## src/logic/fsc_pkg.sv

```systemverilog
// Package for the serial flash status and configuration bit block.
// Assumes one system clock domain; the serial link arrives as plain pins.
package fsc_pkg;
  // Command opcodes
  localparam logic [7:0] OP_WREN    = 8'h06;
  localparam logic [7:0] OP_WRDI    = 8'h04;
  localparam logic [7:0] OP_WRSR1   = 8'h01;
  localparam logic [7:0] OP_WRSR2   = 8'h31;
  localparam logic [7:0] OP_WRSR3   = 8'h11;
  localparam logic [7:0] OP_RDSR1   = 8'h05;
  localparam logic [7:0] OP_RDSR2   = 8'h35;
  localparam logic [7:0] OP_RDSR3   = 8'h15;
  localparam logic [7:0] OP_SUSPEND = 8'h75;
  localparam logic [7:0] OP_RESUME  = 8'h7a;
  localparam logic [7:0] OP_RST_EN  = 8'h66;
  localparam logic [7:0] OP_RST     = 8'h99;
  localparam logic [7:0] OP_PP      = 8'h02;
  localparam logic [7:0] OP_QPP     = 8'h32;
  localparam logic [7:0] OP_SE      = 8'h20;
  localparam logic [7:0] OP_BE32    = 8'h52;
  localparam logic [7:0] OP_BE64    = 8'hd8;
  localparam logic [7:0] OP_CE1     = 8'h60;
  localparam logic [7:0] OP_CE2     = 8'hc7;
  localparam logic [7:0] OP_SEC_PGM = 8'h42;
  localparam logic [7:0] OP_SEC_ERS = 8'h44;
  // Stored bit positions within the 24-bit status image
  localparam int POS_SP_LO  = 7;
  localparam int POS_BP_LO  = 2;
  localparam int POS_SP_HI  = 8;
  localparam int POS_QE     = 9;
  localparam int POS_LOCK   = 11;
  localparam int POS_CMP    = 14;
  localparam int POS_DC0    = 16;
  localparam int POS_DC1    = 17;
  localparam int POS_DRV    = 21;
  localparam int POS_HOLDRS = 23;
  // Writable stored bits per byte; lock bits handled separately
  localparam logic [7:0] WMASK_SR1 = 8'hfc;
  localparam logic [7:0] WMASK_SR2 = 8'h43;
  localparam logic [7:0] LMASK_SR2 = 8'h38;
  localparam logic [7:0] WMASK_SR3 = 8'he3;
  localparam logic [23:0] STATUS_RESET = 24'h000000;
  // Protect settings
  localparam logic [1:0] SP_SOFT = 2'b00;
  localparam logic [1:0] SP_HW   = 2'b01;
  localparam logic [1:0] SP_LOCK = 2'b10;
  // Dummy cycle counts
  localparam logic [3:0] DUMMY_QIO_0 = 4'h6;
  localparam logic [3:0] DUMMY_QIO_1 = 4'ha;
  localparam logic [3:0] DUMMY_DTR_0 = 4'h8;
  localparam logic [3:0] DUMMY_DTR_1 = 4'h6;
endpackage : fsc_pkg

```

## src/logic/fsc_store.sv

```systemverilog
// Small storage for the non-volatile status image.
// Assumes the owner presents a merged full image whenever it writes.
module fsc_store #(
  parameter int WIDTH = 24
) (
  input  wire logic             mclk_i,     // System clock
  input  wire logic             reset_n_i,  // Sync reset, loads factory image
  input  wire logic             wr_en_i,    // Write strobe
  input  wire logic [WIDTH-1:0] wr_data_i,  // Full new image
  output logic      [WIDTH-1:0] rd_data_o   // Registered image
);
  logic [WIDTH-1:0] cells;

  // Cells hold the image; reset stands in for factory state
  always_ff @(posedge mclk_i) begin
    if (!reset_n_i) begin
      cells <= fsc_pkg::STATUS_RESET;
    end else if (wr_en_i) begin
      cells <= wr_data_i;
    end
  end

  // Read data from a register, written through so it matches the cells in the same cycle
  always_ff @(posedge mclk_i) begin
    if (!reset_n_i) begin
      rd_data_o <= fsc_pkg::STATUS_RESET;
    end else begin
      rd_data_o <= wr_en_i ? wr_data_i : cells;
    end
  end
endmodule : fsc_store

```

## src/logic/fsc_status_bits.sv

```systemverilog
// Status and configuration bits of a serial flash, with its status commands.
// Assumes sclk/cs/si/wp pins from outside the clock domain, mode 0 link,
// link clock well below a quarter of mclk; array core signals are synchronous.
module fsc_status_bits (
  input  wire logic       mclk_i,                   // System clock, 100 MHz
  input  wire logic       reset_n_i,                // Sync reset, active low
  input  wire logic       sclk_i,                   // Link clock pin
  input  wire logic       cs_n_i,                   // Chip select pin, active low
  input  wire logic       si_i,                     // Serial data in pin
  input  wire logic       wp_n_i,                   // Write-protect pin, active low
  input  wire logic       power_cycle_i,            // Power-down/up event pulse
  input  wire logic       erase_busy_i,             // Core is erasing
  input  wire logic       program_busy_i,           // Core is programming
  output logic            so_o,                     // Serial data out
  output logic            so_oe_o,                  // Output enable for so_o
  output logic            hold_enable_o,            // Shared pin acts as hold
  output logic            pin_reset_enable_o,       // Shared pin acts as reset
  output logic            wp_enable_o,              // Write-protect pin active
  output logic            quad_lines_enable_o,      // Lanes 2 and 3 enabled
  output logic [1:0]      drive_strength_o,         // Read driver strength code
  output logic [3:0]      quad_read_dummy_o,        // Dummy cycles, quad I/O read
  output logic [3:0]      dtr_dummy_o,              // Dummy cycles, double-rate reads
  output logic [4:0]      block_protect_field_o,    // Block protect bits
  output logic            protect_complement_o,     // Complement protect bit
  output logic [2:0]      security_lock_o,          // Security lock bits 3..1
  output logic            write_enable_latch_o,     // Write enable latch
  output logic            erase_suspended_flag_o,   // Erase suspended
  output logic            program_suspended_flag_o, // Program suspended
  output logic            status_write_start_o,     // Pulse: status write cycle
  output logic            array_cmd_start_o,        // Pulse: array op accepted
  output logic [7:0]      array_opcode_o            // Opcode of accepted op
);
  // Pin synchronisers; first stage feeds only the second
  logic sclk_meta, sclk_s, sclk_d, cs_meta, cs_s, cs_d;
  logic si_meta, si_s, wp_meta, wp_s;
  // Link capture
  logic [2:0] bit_cnt, byte_cnt;
  logic [7:0] shreg, opcode, data1, data2, rd_shift;
  logic       rd_active, reset_armed;
  logic [7:0] next_shreg;
  // Stored image and command decode
  logic [23:0] image, next_image;
  logic        image_wr;
  logic        sclk_rise, sclk_fall, cs_rise, exec;
  logic [1:0]  sp;
  logic        qe, protect_ok, wrsr_cmd, wr_accept, array_cmd, array_ok;

  function automatic logic is_array_op(input logic [7:0] op);
    is_array_op = (op == fsc_pkg::OP_PP) || (op == fsc_pkg::OP_QPP) ||
                  (op == fsc_pkg::OP_SE) || (op == fsc_pkg::OP_BE32) ||
                  (op == fsc_pkg::OP_BE64) || (op == fsc_pkg::OP_CE1) ||
                  (op == fsc_pkg::OP_CE2) || (op == fsc_pkg::OP_SEC_PGM) ||
                  (op == fsc_pkg::OP_SEC_ERS);
  endfunction : is_array_op

  function automatic logic is_wrsr(input logic [7:0] op);
    is_wrsr = (op == fsc_pkg::OP_WRSR1) || (op == fsc_pkg::OP_WRSR2) ||
              (op == fsc_pkg::OP_WRSR3);
  endfunction : is_wrsr

  // Two-flop synchronisers plus an edge stage for clock and select
  always_ff @(posedge mclk_i) begin
    if (!reset_n_i) begin
      {sclk_meta, sclk_s, sclk_d} <= 3'b000;
      {cs_meta, cs_s, cs_d}       <= 3'b111;
      {si_meta, si_s}             <= 2'b00;
      {wp_meta, wp_s}             <= 2'b11;
    end else begin
      {sclk_meta, sclk_s, sclk_d} <= {sclk_i, sclk_meta, sclk_s};
      {cs_meta, cs_s, cs_d}       <= {cs_n_i, cs_meta, cs_s};
      {si_meta, si_s}             <= {si_i, si_meta};
      {wp_meta, wp_s}             <= {wp_n_i, wp_meta};
    end
  end

  assign sclk_rise  = sclk_s & ~sclk_d & ~cs_s;
  assign sclk_fall  = ~sclk_s & sclk_d & ~cs_s;
  assign cs_rise    = cs_s & ~cs_d;
  assign next_shreg = {shreg[6:0], si_s};
  // Commands other than status reads act only when select rises on a byte boundary
  assign exec       = cs_rise && (bit_cnt == 3'h0) && (byte_cnt != 3'h0);

  // Bit and byte capture; counts clear while deselected
  always_ff @(posedge mclk_i) begin
    if (!reset_n_i || cs_s) begin
      bit_cnt  <= 3'h0;
      byte_cnt <= 3'h0;
      shreg    <= 8'h00;
    end else if (sclk_rise) begin
      shreg   <= next_shreg;
      bit_cnt <= bit_cnt + 3'h1;
      if (bit_cnt == 3'h7 && byte_cnt != 3'h7) begin
        byte_cnt <= byte_cnt + 3'h1;
      end
    end
  end

  // Opcode and the two following bytes
  always_ff @(posedge mclk_i) begin
    if (!reset_n_i) begin
      opcode <= 8'h00;
      data1  <= 8'h00;
      data2  <= 8'h00;
    end else if (sclk_rise && bit_cnt == 3'h7) begin
      case (byte_cnt)
        3'h0:    opcode <= next_shreg;
        3'h1:    data1  <= next_shreg;
        3'h2:    data2  <= next_shreg;
        default: data2  <= data2;
      endcase
    end
  end

  // Read view of the three status bytes
  function automatic logic [7:0] status_byte(input logic [7:0] op, input logic [23:0] img,
                                             input logic write_enable_latch, input logic se,
                                             input logic sp_f);
    case (op)
      fsc_pkg::OP_RDSR2: status_byte = {se, img[14:11], sp_f, img[9:8]};
      fsc_pkg::OP_RDSR3: status_byte = img[23:16];
      default:           status_byte = {img[7:2], write_enable_latch, 1'b0};
    endcase
  endfunction : status_byte

  // Status read: load after opcode, shift out on falling link edges
  always_ff @(posedge mclk_i) begin
    if (!reset_n_i || cs_s) begin
      rd_active <= 1'b0;
      rd_shift  <= 8'h00;
      so_o      <= 1'b0;
    end else if (sclk_rise && bit_cnt == 3'h7 && byte_cnt == 3'h0 &&
                 (next_shreg == fsc_pkg::OP_RDSR1 || next_shreg == fsc_pkg::OP_RDSR2 ||
                  next_shreg == fsc_pkg::OP_RDSR3)) begin
      rd_active <= 1'b1;
      rd_shift  <= status_byte(next_shreg, image, write_enable_latch_o,
                               erase_suspended_flag_o, program_suspended_flag_o);
    end else if (sclk_fall && rd_active) begin
      so_o     <= rd_shift[7];
      rd_shift <= {rd_shift[6:0], rd_shift[7]}; // Same byte repeats while selected
    end
  end

  assign so_oe_o = rd_active & ~cs_s;

  // Status write gating by protect setting and latch
  assign sp = {image[fsc_pkg::POS_SP_HI], image[fsc_pkg::POS_SP_LO]};
  assign qe = image[fsc_pkg::POS_QE];
  always_comb begin
    case (sp)
      fsc_pkg::SP_SOFT: protect_ok = 1'b1;
      fsc_pkg::SP_HW:   protect_ok = ~qe & wp_s;
      default:          protect_ok = 1'b0;
    endcase
  end
  assign wrsr_cmd  = exec && is_wrsr(opcode) && (byte_cnt >= 3'h2);
  assign wr_accept = wrsr_cmd && write_enable_latch_o && protect_ok;
  assign array_cmd = exec && is_array_op(opcode);
  // Security register ops pick their register from address byte bits 5:4
  assign array_ok  = write_enable_latch_o &&
                     !(((opcode == fsc_pkg::OP_SEC_PGM) || (opcode == fsc_pkg::OP_SEC_ERS)) &&
                       (data2[5:4] != 2'b00) && security_lock_o[data2[5:4] - 2'b01]);

  // Merge written bytes into the image; lock bits only ever set
  always_comb begin
    next_image = image;
    image_wr   = 1'b0;
    if (power_cycle_i) begin
      image_wr = (sp == fsc_pkg::SP_LOCK);
      next_image[fsc_pkg::POS_SP_HI] = 1'b0;
      next_image[fsc_pkg::POS_SP_LO] = 1'b0;
    end else if (wr_accept) begin
      image_wr = 1'b1;
      case (opcode)
        fsc_pkg::OP_WRSR1: begin
          next_image[7:0] = data1 & fsc_pkg::WMASK_SR1;
          if (byte_cnt >= 3'h3) begin
            next_image[15:8] = (data2 & fsc_pkg::WMASK_SR2) |
                               ((data2 | image[15:8]) & fsc_pkg::LMASK_SR2);
          end
        end
        fsc_pkg::OP_WRSR2: next_image[15:8] = (data1 & fsc_pkg::WMASK_SR2) |
                                              ((data1 | image[15:8]) & fsc_pkg::LMASK_SR2);
        default: next_image[23:16] = data1 & fsc_pkg::WMASK_SR3;
      endcase
    end
  end

  fsc_store #(
    .WIDTH (24)
  ) u_store (
    .mclk_i    (mclk_i),
    .reset_n_i (reset_n_i),
    .wr_en_i   (image_wr),
    .wr_data_i (next_image),
    .rd_data_o (image)
  );

  // Write enable latch; power cycle wins over any command
  always_ff @(posedge mclk_i) begin
    if (!reset_n_i || power_cycle_i) begin
      write_enable_latch_o <= 1'b0;
    end else if (exec && opcode == fsc_pkg::OP_WREN && byte_cnt == 3'h1) begin
      write_enable_latch_o <= 1'b1;
    end else if (exec && (opcode == fsc_pkg::OP_WRDI ||
                          (opcode == fsc_pkg::OP_RST && reset_armed))) begin
      write_enable_latch_o <= 1'b0;
    end else if (wr_accept || (array_cmd && array_ok)) begin
      write_enable_latch_o <= 1'b0;                        // Consumed by the operation
    end
  end

  // Software reset arms on one command, fires on the next
  always_ff @(posedge mclk_i) begin
    if (!reset_n_i) begin
      reset_armed <= 1'b0;
    end else if (exec) begin
      reset_armed <= (opcode == fsc_pkg::OP_RST_EN);
    end
  end

  // Suspend flags: erase takes precedence when both could apply
  always_ff @(posedge mclk_i) begin
    if (!reset_n_i || power_cycle_i ||
        (exec && (opcode == fsc_pkg::OP_RESUME ||
                  (opcode == fsc_pkg::OP_RST && reset_armed)))) begin
      erase_suspended_flag_o   <= 1'b0;
      program_suspended_flag_o <= 1'b0;
    end else if (exec && opcode == fsc_pkg::OP_SUSPEND) begin
      if (erase_busy_i) begin
        erase_suspended_flag_o <= 1'b1;
      end else if (program_busy_i) begin
        program_suspended_flag_o <= 1'b1;
      end
    end
  end

  // Operation start pulses toward the array core
  always_ff @(posedge mclk_i) begin
    if (!reset_n_i) begin
      status_write_start_o <= 1'b0;
      array_cmd_start_o    <= 1'b0;
      array_opcode_o       <= 8'h00;
    end else begin
      status_write_start_o <= wr_accept && !power_cycle_i;
      array_cmd_start_o    <= array_cmd && array_ok;
      if (array_cmd && array_ok) begin
        array_opcode_o <= opcode;
      end
    end
  end

  // Pin function and configuration decode from the stored image
  assign hold_enable_o         = ~qe & ~image[fsc_pkg::POS_HOLDRS];
  assign pin_reset_enable_o    = ~qe & image[fsc_pkg::POS_HOLDRS];
  assign wp_enable_o           = ~qe;
  assign quad_lines_enable_o   = qe;
  assign drive_strength_o      = image[fsc_pkg::POS_DRV +: 2];
  assign quad_read_dummy_o     = image[fsc_pkg::POS_DC0] ? fsc_pkg::DUMMY_QIO_1
                                                         : fsc_pkg::DUMMY_QIO_0;
  assign dtr_dummy_o           = image[fsc_pkg::POS_DC1] ? fsc_pkg::DUMMY_DTR_1
                                                         : fsc_pkg::DUMMY_DTR_0;
  assign block_protect_field_o = image[fsc_pkg::POS_BP_LO +: 5];
  assign protect_complement_o  = image[fsc_pkg::POS_CMP];
  assign security_lock_o       = image[fsc_pkg::POS_LOCK +: 3];

  // Checks
  property p_pin_mux;
    @(posedge mclk_i) disable iff (!reset_n_i)
      quad_lines_enable_o |-> !hold_enable_o && !pin_reset_enable_o && !wp_enable_o;
  endproperty
  a_pin_mux: assert property (p_pin_mux) else $error("pin function active with quad on");

  property p_hold_sel;
    @(posedge mclk_i) disable iff (!reset_n_i)
      !quad_lines_enable_o |-> (hold_enable_o != pin_reset_enable_o);
  endproperty
  a_hold_sel: assert property (p_hold_sel) else $error("shared pin function not unique");

  property p_dummy;
    @(posedge mclk_i) disable iff (!reset_n_i)
      (quad_read_dummy_o == 4'h6 || quad_read_dummy_o == 4'ha) &&
      (dtr_dummy_o == 4'h8 || dtr_dummy_o == 4'h6) &&
      ((quad_read_dummy_o == 4'ha) == image[16]) && ((dtr_dummy_o == 4'h6) == image[17]);
  endproperty
  a_dummy: assert property (p_dummy) else $error("dummy cycle count wrong");

  property p_lock_sticky;
    @(posedge mclk_i) disable iff (!reset_n_i)
      ##1 ((security_lock_o & $past(security_lock_o)) == $past(security_lock_o));
  endproperty
  a_lock_sticky: assert property (p_lock_sticky) else $error("security lock bit cleared");

  property p_refused;
    @(posedge mclk_i) disable iff (!reset_n_i)
      (wrsr_cmd && !wr_accept && !power_cycle_i) |=> !status_write_start_o && $stable(image) &&
                                                     $stable(write_enable_latch_o);
  endproperty
  a_refused: assert property (p_refused) else $error("refused status write took effect");

  property p_wel_needed;
    @(posedge mclk_i) disable iff (!reset_n_i)
      (status_write_start_o || array_cmd_start_o) |-> $past(write_enable_latch_o) &&
                                                      !write_enable_latch_o;
  endproperty
  a_wel_needed: assert property (p_wel_needed) else $error("write without latch");

  property p_locked_modes;
    @(posedge mclk_i) disable iff (!reset_n_i)
      (wrsr_cmd && (sp[1] || (sp == 2'b01 && (qe || !wp_s)))) |=> !status_write_start_o;
  endproperty
  a_locked_modes: assert property (p_locked_modes) else $error("locked register written");

  property p_power_unlock;
    @(posedge mclk_i) disable iff (!reset_n_i)
      (power_cycle_i && sp == 2'b10) |-> ##2 (sp == 2'b00) && !erase_suspended_flag_o &&
                                            !program_suspended_flag_o;
  endproperty
  a_power_unlock: assert property (p_power_unlock) else $error("power cycle left lock");

  property p_resume;
    @(posedge mclk_i) disable iff (!reset_n_i)
      (exec && opcode == 8'h7a) |=> !erase_suspended_flag_o && !program_suspended_flag_o;
  endproperty
  a_resume: assert property (p_resume) else $error("resume left suspend flag");

  property p_suspend;
    @(posedge mclk_i) disable iff (!reset_n_i)
      (exec && opcode == 8'h75 && erase_busy_i && !power_cycle_i) |=> erase_suspended_flag_o;
  endproperty
  a_suspend: assert property (p_suspend) else $error("erase suspend flag not set");

  c_write_ok: cover property (@(posedge mclk_i) disable iff (!reset_n_i) wr_accept);
  c_write_refused: cover property (@(posedge mclk_i) disable iff (!reset_n_i)
                                   wrsr_cmd && !wr_accept);
  c_status_read: cover property (@(posedge mclk_i) disable iff (!reset_n_i)
                                 rd_active && sclk_fall);
  c_lock_set: cover property (@(posedge mclk_i) disable iff (!reset_n_i)
                              $rose(security_lock_o[0]));
endmodule : fsc_status_bits

```

## config.mk

```make
export PLATFORM = sky130hd
export DESIGN_NAME = fsc_status_bits
export DESIGN_NICKNAME = d
export VERILOG_FILES = /design/src/logic/fsc_pkg.sv /design/src/logic/fsc_store.sv /design/src/logic/fsc_status_bits.sv
export SDC_FILE = /design/constraint.sdc
export NUM_CORES = 1
export LEC_CHECK = 0
export BUFFER_PORTS_ARGS = -buffer_cell sky130_fd_sc_hd__buf_2
export CORE_UTILIZATION = 58
export DETAILED_ROUTE_END_ITERATION = 8
export PLACE_DENSITY_LB_ADDON = 0.08
export SLEW_MARGIN = 20
export SYNTH_ARGS = -nofsm -noshare
export SYNTH_HDL_FRONTEND = slang
export SYNTH_SLANG_ARGS = --single-unit
export TNS_END_PERCENT = 5
```

## constraint.sdc

```tcl
create_clock -name mclk_i -period 2.7 [get_ports mclk_i]
set_input_delay 0.405 -clock mclk_i [delete_from_list [all_inputs] [get_ports mclk_i]]
set_output_delay 0.405 -clock mclk_i [all_outputs]
set_load 0.05 [all_outputs]
```

==> reports/results.txt, run 1 <==
CP Class - reg2reg
Final Util - 65.2%
Worst Skew - 0.0101 ns
Final non-filler cell total - 548
FF-to-FF path depth - 7
Max-slew headroom - 56.1%
IO Pins - 47
Global placement routability congestion - 0.884
Post-CTS sizing - 0
# diodes - 0
Crit path time final - 2.20 ns
Post-CTS setup buffer count - 0
Final ANT Viol Nets - 0
Mapped Area - 4030 sq um
Top-area cell type share of the netlist area - 42.7%
Worst reg2reg startpoint - byte_cnt[0]
Pre-CTS setup slack - 0.608 ns
Reg2Reg Capture Point - u_store.cells[21]
CTS root buf - clkbuf_8
First-pass GRT wire length - 15300 um
H-tree depth - 3
Num CTS Buffers - 9
Worst-Margin Slew - 0.658 ns
Final Hold Viols - 0
CP Cell Sequence - inv_1 -> ha_1 -> nor2b_1 -> nor3b_2 -> and4_1 -> nand4_1 -> a21oi_1
Fillcell total - 587
Status - finished clean
Slowest stage delay, CP - 0.59 ns
Critical path buffers and inverters - 1
Number of enable flip-flop cells after synthesis - 0
Fin crit share - 81.4%
Maximum vdd ir drop - 0.313 mV
Pin count of the biggest net entering global routing - 38
Antenna violations before repair - 0
CTS sink cnt - 86
Worst path top cell family by delay - simple AND/OR/NAND/NOR gates
Mapped Cells - 441
Global-route usage over all layers - 27.6%
Critical Path Sink - u_store.cells[21]
P per Cell Area - 530 nW/um^2
Congestion Overflow GR - 0
Dpl hpwl - 6550 um
CTS tree - done
Seq/Total Area, Yosys - 42.7%
Max Root-Sink Buffers - 2
Syn Area/Cell - 9.14 sq um
Fmax - 455 MHz
Crit. Startpoint - byte_cnt[0]
Top-count cell post-synth - dfxtp_1
CP Data Required Time - 2.99 ns
Clock Pin Slew Worst Setup and Hold Paths - 0.08 ns
Die width - 85.4 um
Syn. warnings - 0
Layout cell share with drive strength beyond 1 - 17.3%
Synth cell count leaders - dfxtp_1, nor2_1, mux2i_1
RSZ-0062 raised after global routing - no
Worst Path Arrival - 2.48 ns
Power, Total - 2.34 mW
Max FO, Critical Path - 13
Post-DR wirelength/cell - 17.2 um
Placed Cells incl. Taps - 532
Initial Util - 59.6%
Asr flop ratio synth - 0%
Max-cap violations - 0
Final WL - 9420 um
Initial DRC count - 215
Vias - 3280
Vias in the first global route - 2969
Die H - 85.4 um
Post-synth top area cell - dfxtp_1
Largest cells by area after synthesis - dfxtp_1, mux2i_1, nor2_1
Flop-to-flop setup slack - 0.50 ns
Hold slack - 0.226 ns
Setup crit end kind - flip-flop
Final cell area excluding filler cells - 4410 sq um
Syn-to-layout area delta - 9.31%
Detailed Routing Iterations Pass 1 - 5
Yosys reg bits - 86
IO buf count - 43
Cell Area, Placed - 4180 sq um
Die area - 7290 sq um
Worst Slack Setup Final - 0.503 ns
Std cell rows - 30
Nets@finish - 482
Post-synth top flop - dfxtp_1
Setup TNS - 0 ns
Hold Path Class - in2reg
Number of vias per cell - 5.99
Levels on crit path - 7
Area of the core - 6760 sq um
# DRC - 0
Synth unique cells - 52
Final Max Tran Viols - 0
Hold Buf Count CTS - 0
Critical path startpoint category - flip-flop
Clk_lat worst skew - 0.36 ns
Pleak - 1.84 nW
Setup Viol. Count Final - 0
Slowest-stage cell, CP - and4_1
final cells by class:
type | instances | area (sq um) | share of cell area, %
Clock inverter | 5 | 81.3 | 1.85
Multi-Input combinational cell | 301 | 2030 | 46.1
Clock buffer | 11 | 141 | 3.21
Timing Repair Buffer | 52 | 283 | 6.42
Tap cell | 80 | 100 | 2.27
Sequential cell | 86 | 1720 | 39.1
Inverter | 13 | 48.8 | 1.11
worst register-to-register path, cell delays in order, from the launching register on:
cell and delay, ns:
dfxtp_1 0.40, inv_1 0.10, ha_1 0.21, nor2b_1 0.16, nor3b_2 0.32, and4_1 0.59, nand4_1 0.17, a21oi_1 0.18
metal layers:
metal  vias to the layer above  global-route usage (%)  wire length [um]
li1                       1590                       -                 -
met1                      1530                    36.4              4300
met2                       136                    43.8              4340
met3                        24                    6.03               506
met4                         0                    11.5               269
met5                         -                       0                 0
where the power goes:
part	switching [mW]	total, mW	internal (mW)
Combinational	0.0409	0.0566	0.0157
Sequential	0.00434	1.28	1.27
Clock	0.453	1.00	0.548
Total	0.499	2.34	1.84
cell usage in the layout, fill, tap and decap left out, drive strengths merged, types with 3 or more instances in the layout:
| master | instances |
|---|---|
| a21oi | 21 |
| a222oi | 7 |
| a22o | 3 |
| and2 | 8 |
| and3 | 3 |
| buf | 52 |
| clkbuf | 11 |
| conb | 3 |
| dfxtp | 86 |
| ha | 10 |
| inv | 13 |
| mux2i | 44 |
| nand2 | 28 |
| nand2b | 11 |
| nand3 | 6 |
| nand4 | 19 |
| nor2 | 50 |
| nor2b | 9 |
| nor3 | 11 |
| o21a | 4 |
| o21ai | 18 |
| o221a | 5 |
| o2bb2ai | 4 |
| or3 | 4 |
| xnor2 | 5 |
worst min-delay path by stage:
stage | startpoint | end | cells past startpoint
after floorplan | cs_meta | cs_s | 1
after global placement | cs_meta | cs_s | 1
after detailed placement | cs_meta | cs_s | 1
after CTS | wp_n_i | wp_meta | 2
after global routing | wp_n_i | wp_meta | 2
final | wp_n_i | wp_meta | 2
state kept, by name (all words and copies together), names as in the netlist, 3 cells and up:
| name | flops |
|---|---|
| u_store.cells | 17 |
| array_opcode_o | 8 |
| opcode | 8 |
| bit_cnt | 3 |
| shreg | 7 |
| data2 | 6 |
| byte_cnt | 3 |
| data1 | 8 |
| rd_shift | 8 |
kinds of logic (layout without fill, tap and decap cells):
logic type | after synthesis | count (layout) | synth area share, %
multiplexers | 46 | 46 | 11.5
flip-flops | 86 | 86 | 42.7
AO/OA/AOI/OAI | 72 | 72 | 12.7
buffers and inverters | 55 | 81 | 7.02
AND/OR/NAND/NOR | 165 | 165 | 21.7
adder cells (fa/ha/maj) | 10 | 10 | 3.10
other | 2 | 3 | 0.186
XOR/XNOR | 5 | 5 | 1.09
Note: power is estimated with default switching activity, not from simulation.
==> run 2, diff against run 1 <==
--- a/config.mk
+++ b/config.mk
@@ -5,6 +5,7 @@
 export SDC_FILE = /design/constraint.sdc
 export NUM_CORES = 1
 export LEC_CHECK = 0
+export ABC_AREA = 1
 export BUFFER_PORTS_ARGS = -buffer_cell sky130_fd_sc_hd__buf_2
 export CORE_UTILIZATION = 58
 export DETAILED_ROUTE_END_ITERATION = 8
==> constraint.sdc (replaced) <==
create_clock -name mclk_i -period 2.2 [get_ports mclk_i]
set_input_delay 0.33 -clock mclk_i [delete_from_list [all_inputs] [get_ports mclk_i]]
set_output_delay 0.33 -clock mclk_i [all_outputs]
set_load 0.05 [all_outputs]
==> run 2 against run 1 <==
Compared with the run above:
- cell count up 29%
- routed wire length up 4.2%
- critical path type unchanged
- worst hold slack worse by 0.083 ns
- critical endpoint is now u_store.cells[4]
==> reports/results.txt, run 2 <==
Status - finished clean
CTS root buf - clkbuf_8
Max reg flops - 17 (unchanged)
Pin count of the biggest net entering global routing - 50 (+32%)
Post-synth top flop - dfxtp_1
Global-route usage over all layers - 28.0% (+0.46 points)
# diodes - 0 (unchanged)
Fin crit share - 82.1% (+0.70 points)
Critical path startpoint category - flip-flop
Setup crit end kind - flip-flop
Final WL - 9810 um (+4.2%)
Multi-input gate area - 1990 sq um (-1.8%)
Hold slack - 0.143 ns (-0.0833 ns)
CP Data Required Time - 2.51 ns (-0.48 ns)
Final Max Tran Viols - 0 (unchanged)
Vias in the first global route - 3322 (+12%)
Setup Viol. Count Final - 0 (unchanged)
Placed Cells incl. Taps - 692 (+30%)
Post-synth top area cell - dfxtp_1
Final ANT Viol Nets - 0 (unchanged)
Asr flop ratio synth - 0% (unchanged)
Seq/Total Area, Yosys - 41.6% (-1.1 points)
Vias - 3790 (+16%)
Hold Path Class - in2reg
Fmax - 554 MHz (+22%)
Top-area cell type share of the netlist area - 41.6% (-1.1 points)
First-pass GRT wire length - 15900 um (+4.2%)
Number of enable flip-flop cells after synthesis - 0 (unchanged)
Die area - 7470 sq um (+2.6%)
H-tree depth - 3 (unchanged)
Cell Area, Placed - 4340 sq um (+3.8%)
Clock Pin Slew Worst Setup and Hold Paths - 0.09 ns (about the same)
Hold path depth - 3 (+1)
Dpl hpwl - 7240 um (+10%)
Post-DR wirelength/cell - 13.9 um (-19%)
Final cell area excluding filler cells - 4580 sq um (+4.1%)
Global placement routability congestion - 0.924 (+4.6%)
Worst-Margin Slew - 0.638 ns (-0.0197 ns)
Crit path time final - 1.81 ns (-0.392 ns)
Max Root-Sink Buffers - 2 (unchanged)
IO Pins - 47 (unchanged)
Layout cell share with drive strength beyond 1 - 17.0% (-0.31 points)
Syn-to-layout area delta - 10.8%
Die width - 86.5 um (+1.3%)
CTS tree - done
Antenna violations before repair - 0 (unchanged)
Max-slew headroom - 57.2% (+1.0 points)
P per Cell Area - 654 nW/um^2 (+23%)
Mapped Area - 4140 sq um (+2.6%)
Seq. cell area - 1720 sq um (unchanged)
Largest cells by area after synthesis - dfxtp_1, nand2_1, nor2_1
Initial Util - 60.5% (+0.90 points)
Number of vias per cell - 5.35 (-11%)
Reg with most FFs - u_store.cells
Commonest cells after routing, fill and taps aside - nand2_1, dfxtp_1, nor2_1
Worst Slack Setup Final - 0.395 ns (-0.108 ns)
Pre-CTS setup slack - 0.437 ns (-0.172 ns)
RSZ-0062 raised after global routing - no
Yosys reg bits - 86 (unchanged)
Synth unique cells - 32 (-38%)
Commonest non-fill, non-tap cell in the layout - nand2_1
Hold Buf Count CTS - 0 (unchanged)
Post-CTS sizing - 0 (unchanged)
Worst Skew - 0.00831 ns (-0.00181 ns)
Pleak - 2.08 nW (+13%)
FF-to-FF path depth - 9 (+2)
IO buf count - 43 (unchanged)
Final non-filler cell total - 708 (+29%)
Congestion Overflow GR - 0 (unchanged)
Setup TNS - 0 ns (unchanged)
Fillcell total - 631 (+7.5%)
CP Class - reg2reg
Num CTS Buffers - 9 (unchanged)
Nets@finish - 626 (+30%)
Syn. warnings - 0 (unchanged)
Post-CTS setup buffer count - 0 (unchanged)
CTS sink cnt - 86 (unchanged)
Syn Area/Cell - 7.19 sq um (-21%)
Worst Path Arrival - 2.11 ns (-0.37 ns)
Area of the core - 6830 sq um (+1.1%)
Std cell rows - 30 (unchanged)
Initial DRC count - 384 (+79%)
Final Hold Viols - 0 (unchanged)
Clk_lat worst skew - 0.36 ns (about the same)
Max-cap violations - 0 (unchanged)
Maximum vdd ir drop - 0.443 mV (+41%)
Top-count cell post-synth - nand2_1
Die H - 86.5 um (+1.3%)
Mapped Cells - 575 (+30%)
Max FO, Critical Path - 5 (-8)
Detailed Routing Iterations Pass 1 - 5 (unchanged)
# DRC - 0 (unchanged)
Synth cell count leaders - nand2_1, dfxtp_1, nor2_1
## run 2: cell types whose count changed in the layout (fill, tap and decap cells not counted), moves of 11 or more
cell      change
nand2b_1     -11
nand4_1      -12
inv_1        +50
o21ai_0      +31
mux2i_1      -44
a21oi_1      +22
nor2_1       +29
nand2_1      +80
nand3_1      +39
## run 2: path summary, 6_finish.rpt
check              startpoint                to  slack, ns
setup reg to reg  byte_cnt[0]  u_store.cells[4]       0.39
hold reg to reg       si_meta              si_s       0.42
hold / removal           si_i           si_meta       0.14
setup / recovery  byte_cnt[0]  u_store.cells[4]       0.39
## run 2: kinds of logic after synthesis
group / synth area share [%]
AND/OR/NAND/NOR: 32.5
other: 0.182
AO/OA/AOI/OAI: 12.3
buffers and inverters: 10.3
flip-flops: 41.6
adder cells (fa/ha/maj): 3.02
## run 2: cell type report
type,instances,area share [%]
Tap cell,96,2.62
Multi-Input combinational cell,394,43.4
Clock buffer,9,2.70
Timing Repair Buffer,47,5.35
Sequential cell,86,37.6
Clock inverter,7,2.62
Inverter,69,5.70
## run 2: stage by stage
stage | util [%] | total power [mW]
floorplan | - | 1.66
global placement | 63.5 | 1.67
detailed placement | 63.5 | 1.67
CTS | 67.1 | 3.01
global route | 67.1 | 3.08
finish | 67.1 | 3.00
## run 2: critical path, cell delays in order, from the launching register on
cell      delay (ns)
dfxtp_1         0.42
inv_1           0.10
ha_1            0.25
nand2_4         0.11
nand3b_4        0.10
nor2_1          0.16
nand3_2         0.18
nor2_2          0.22
o21ai_0         0.11
nor2_1          0.11
## run 2: layer usage
metal	vias to the layer above	track usage [%]	wire length (um)
li1	1892	-	-
met1	1736	37.3	4440
met2	144	44.2	4480
met3	18	5.43	658
met4	0	12.4	232
met5	-	0	0
## run 2: where the power goes
| part | total [mW] | switching, mW | leakage, nW | internal [mW] |
|---|---|---|---|---|
| clock | 1.36 | 0.604 | 0.120 | 0.758 |
| combinational | 0.0692 | 0.0501 | 1.26 | 0.0191 |
| sequential | 1.57 | 0.00486 | 0.694 | 1.56 |
| total | 3.00 | 0.659 | 2.08 | 2.34 |
==> run 3, diff against run 2 <==
--- a/config.mk
+++ b/config.mk
@@ -5,9 +5,9 @@
 export SDC_FILE = /design/constraint.sdc
 export NUM_CORES = 1
 export LEC_CHECK = 0
-export ABC_AREA = 1
+export ABC_AREA = 0
 export BUFFER_PORTS_ARGS = -buffer_cell sky130_fd_sc_hd__buf_2
-export CORE_UTILIZATION = 58
+export CORE_UTILIZATION = 52
 export DETAILED_ROUTE_END_ITERATION = 8
 export PLACE_DENSITY_LB_ADDON = 0.08
 export SLEW_MARGIN = 20
==> constraint.sdc (replaced) <==
create_clock -name mclk_i -period 1.5 [get_ports mclk_i]
set_input_delay 0.225 -clock mclk_i [delete_from_list [all_inputs] [get_ports mclk_i]]
set_output_delay 0.225 -clock mclk_i [all_outputs]
set_load 0.05 [all_outputs]
==> run 3 against run 2 <==
Compared with the run above:
- the flow now finishes with violations (negative setup slack)
- core utilization rose by 3.5 points
- maximum frequency fell by 7.0%
- worst hold slack got worse by 0.096 ns
- highest routed layer unchanged
- largest cell class unchanged
- first-iteration DRC count fell by 48%
- critical path depth fell by 1
- routed wire length rose by 6.7%
==> reports/results.txt, run 3 (synthesized netlist as in run 1, its figures left out) <==
Status - finished with violations
Violated checks - negative setup slack
H-tree depth - 3 (unchanged)
Num CTS Buffers - 9 (unchanged)
Critical path buffers and inverters - 2 (+1)
IO buf count - 43 (unchanged)
Global-route usage over all layers - 27.3% (-0.74 points)
Seq. cell area - 1730 sq um (+0.51%)
CP Data Required Time - 1.77 ns (-0.74 ns)
Critical path startpoint category - flip-flop
# diodes - 0 (unchanged)
Area of the core - 7370 sq um (+7.9%)
Fmax - 515 MHz (-7.0%)
Max FO, Critical Path - 3 (-2)
Dpl hpwl - 7700 um (+6.4%)
P per Cell Area - 753 nW/um^2 (+15%)
Worst Skew - 0.0148 ns (+0.00649 ns)
CP Cell Sequence - inv_2 -> ha_4 -> mux2i_1 -> mux2_4 -> o41ai_4 -> a31oi_2 -> buf_4 -> o41ai_2
Vias - 3586 (-5.4%)
Fillcell total - 581 (-7.9%)
# DRC - 0 (unchanged)
Pleak - 2.23 nW (+7.3%)
Post-DR wirelength/cell - 16.3 um (+18%)
Final Hold Viols - 0 (unchanged)
Setup crit end kind - flip-flop
Worst Slack Setup Final - -0.442 ns (-0.836 ns)
Fin crit share - 129% (+47 points)
Number of vias per cell - 5.59 (+4.5%)
Worst Path Arrival - 2.21 ns (+0.10 ns)
CTS sink cnt - 86 (unchanged)
Congestion Overflow GR - 0 (unchanged)
Final WL - 10500 um (+6.7%)
Max-cap violations - 0 (unchanged)
Hold Buf Count CTS - 0 (unchanged)
Layout cell share with drive strength beyond 1 - 35.8% (+19 points)
Clock Pin Slew Worst Setup and Hold Paths - 0.09 ns (about the same)
First-pass GRT wire length - 17500 um (+9.8%)
Initial Util - 54.7% (-5.9 points)
Commonest cells after routing, fill and taps aside - dfxtp_1, buf_4, nor2_1
CTS tree - done
Die width - 90.0 um (+4.1%)
Syn-to-layout area delta - 29.2%
Die area - 8110 sq um (+8.5%)
Crit path time final - 1.94 ns (+0.136 ns)
CP Class - reg2reg
Power, Total - 3.92 mW (+31%)
Setup TNS - -11.39 ns (-11.39 ns)
Worst path top cell family by delay - compound AO/OA/AOI/OAI gates
Detailed Routing Iterations Pass 1 - 5 (unchanged)
Reg with most FFs - u_store.cells
Setup Viol. Count Final - 44 (+44)
IO Pins - 47 (unchanged)
Final Max Tran Viols - 0 (unchanged)
Std cell rows - 31 (+3.3%)
Maximum vdd ir drop - 0.536 mV (+21%)
Pin count of the biggest net entering global routing - 19 (-62%)
RSZ-0062 raised after global routing - yes
Vias in the first global route - 3421 (+3.0%)
CTS root buf - clkbuf_8
Commonest non-fill, non-tap cell in the layout - dfxtp_1
Initial DRC count - 199 (-48%)
Hold Path Class - in2reg
Max reg flops - 17 (unchanged)
Clk_lat worst skew - 0.36 ns (about the same)
Die H - 90.0 um (+4.1%)
Global placement routability congestion - 0.927 (+0.30%)
Final ANT Viol Nets - 0 (unchanged)
Multi-input gate area - 2230 sq um (+12%)
Antenna violations before repair - 0 (unchanged)
Slowest stage delay, CP - 0.34 ns (-0.08 ns)
Slowest-stage cell, CP - dfxtp_2
Max Root-Sink Buffers - 2 (unchanged)
Nets@finish - 556 (-11%)
## run 3: cell count changes in the layout (fill, tap and decap cells not counted), sizes merged, moves of 7 or more
cell and change:
o21ai -35, nand4 +12, nand2b +11, nor2 -46, nor2b +9, nand2 -87, mux2i +44, and2 +8
buf +79, a222oi +7, inv -56, nand3 -42, a21oi -21
## run 3: layout make-up
type	count	area share, %
flip-flops and latches	86	33.2
multi-input cells	301	42.8
repair buffers	126	17.3
well taps	99	2.38
clock buffers	10	2.45
clock inverters	6	0.913
inverters	13	0.937
## run 3: metrics by stage
| stage | hold WS [ns] | utilization (%) | area (sq um) | setup WS [ns] | cells |
|---|---|---|---|---|---|
| floorplan | 0.326 | - | 4080 | -0.382 | 442 |
| global placement | 0.390 | 65.3 | 4810 | -0.369 | 621 |
| detailed placement | 0.399 | 65.3 | 4810 | -0.466 | 621 |
| CTS | 0.0502 | 70.2 | 5180 | -0.408 | 640 |
| global route | 0.0479 | 70.6 | 5210 | -0.556 | 641 |
| finish | 0.0470 | 70.6 | 5210 | -0.442 | 641 |
## run 3: worst paths after layout
check / startpoint / to / slack (ns) / cells after the start
max: data2[4] / write_enable_latch_o / -0.44 / 8
min: wp_n_i / wp_meta / 0.05 / 2
min reg2reg: cs_meta / cs_s / 0.41 / 1
max reg2reg: data2[4] / write_enable_latch_o / -0.44 / 8
## run 3: repair_timing
item / 4_1_cts / 5_1_grt
pin swaps: 10 / 9
gates resized for setup: 50 / 9
endpoints found under the setup margin: 62 / 65
hold endpoints to repair: 0 / 0
gates cloned: 1 / 1
buffers inserted: 2 / 0
## run 3: power breakdown
| part | leakage [nW] | switching, mW | internal (mW) |
|---|---|---|---|
| sequential | 0.698 | 0.00625 | 2.29 |
| clock | 0.0751 | 0.879 | 0.610 |
| combinational | 1.46 | 0.0848 | 0.0450 |
| total | 2.23 | 0.970 | 2.95 |
## run 3: per-layer routing
layer | vias up | global-route usage (%) | part of all wire, %
met5 | - | 0 | 0
met1 | 1708 | 35.1 | 44
met2 | 115 | 44.9 | 47
li1 | 1737 | - | -
met3 | 26 | 4.82 | 5.5
met4 | 0 | 11.6 | 3.3
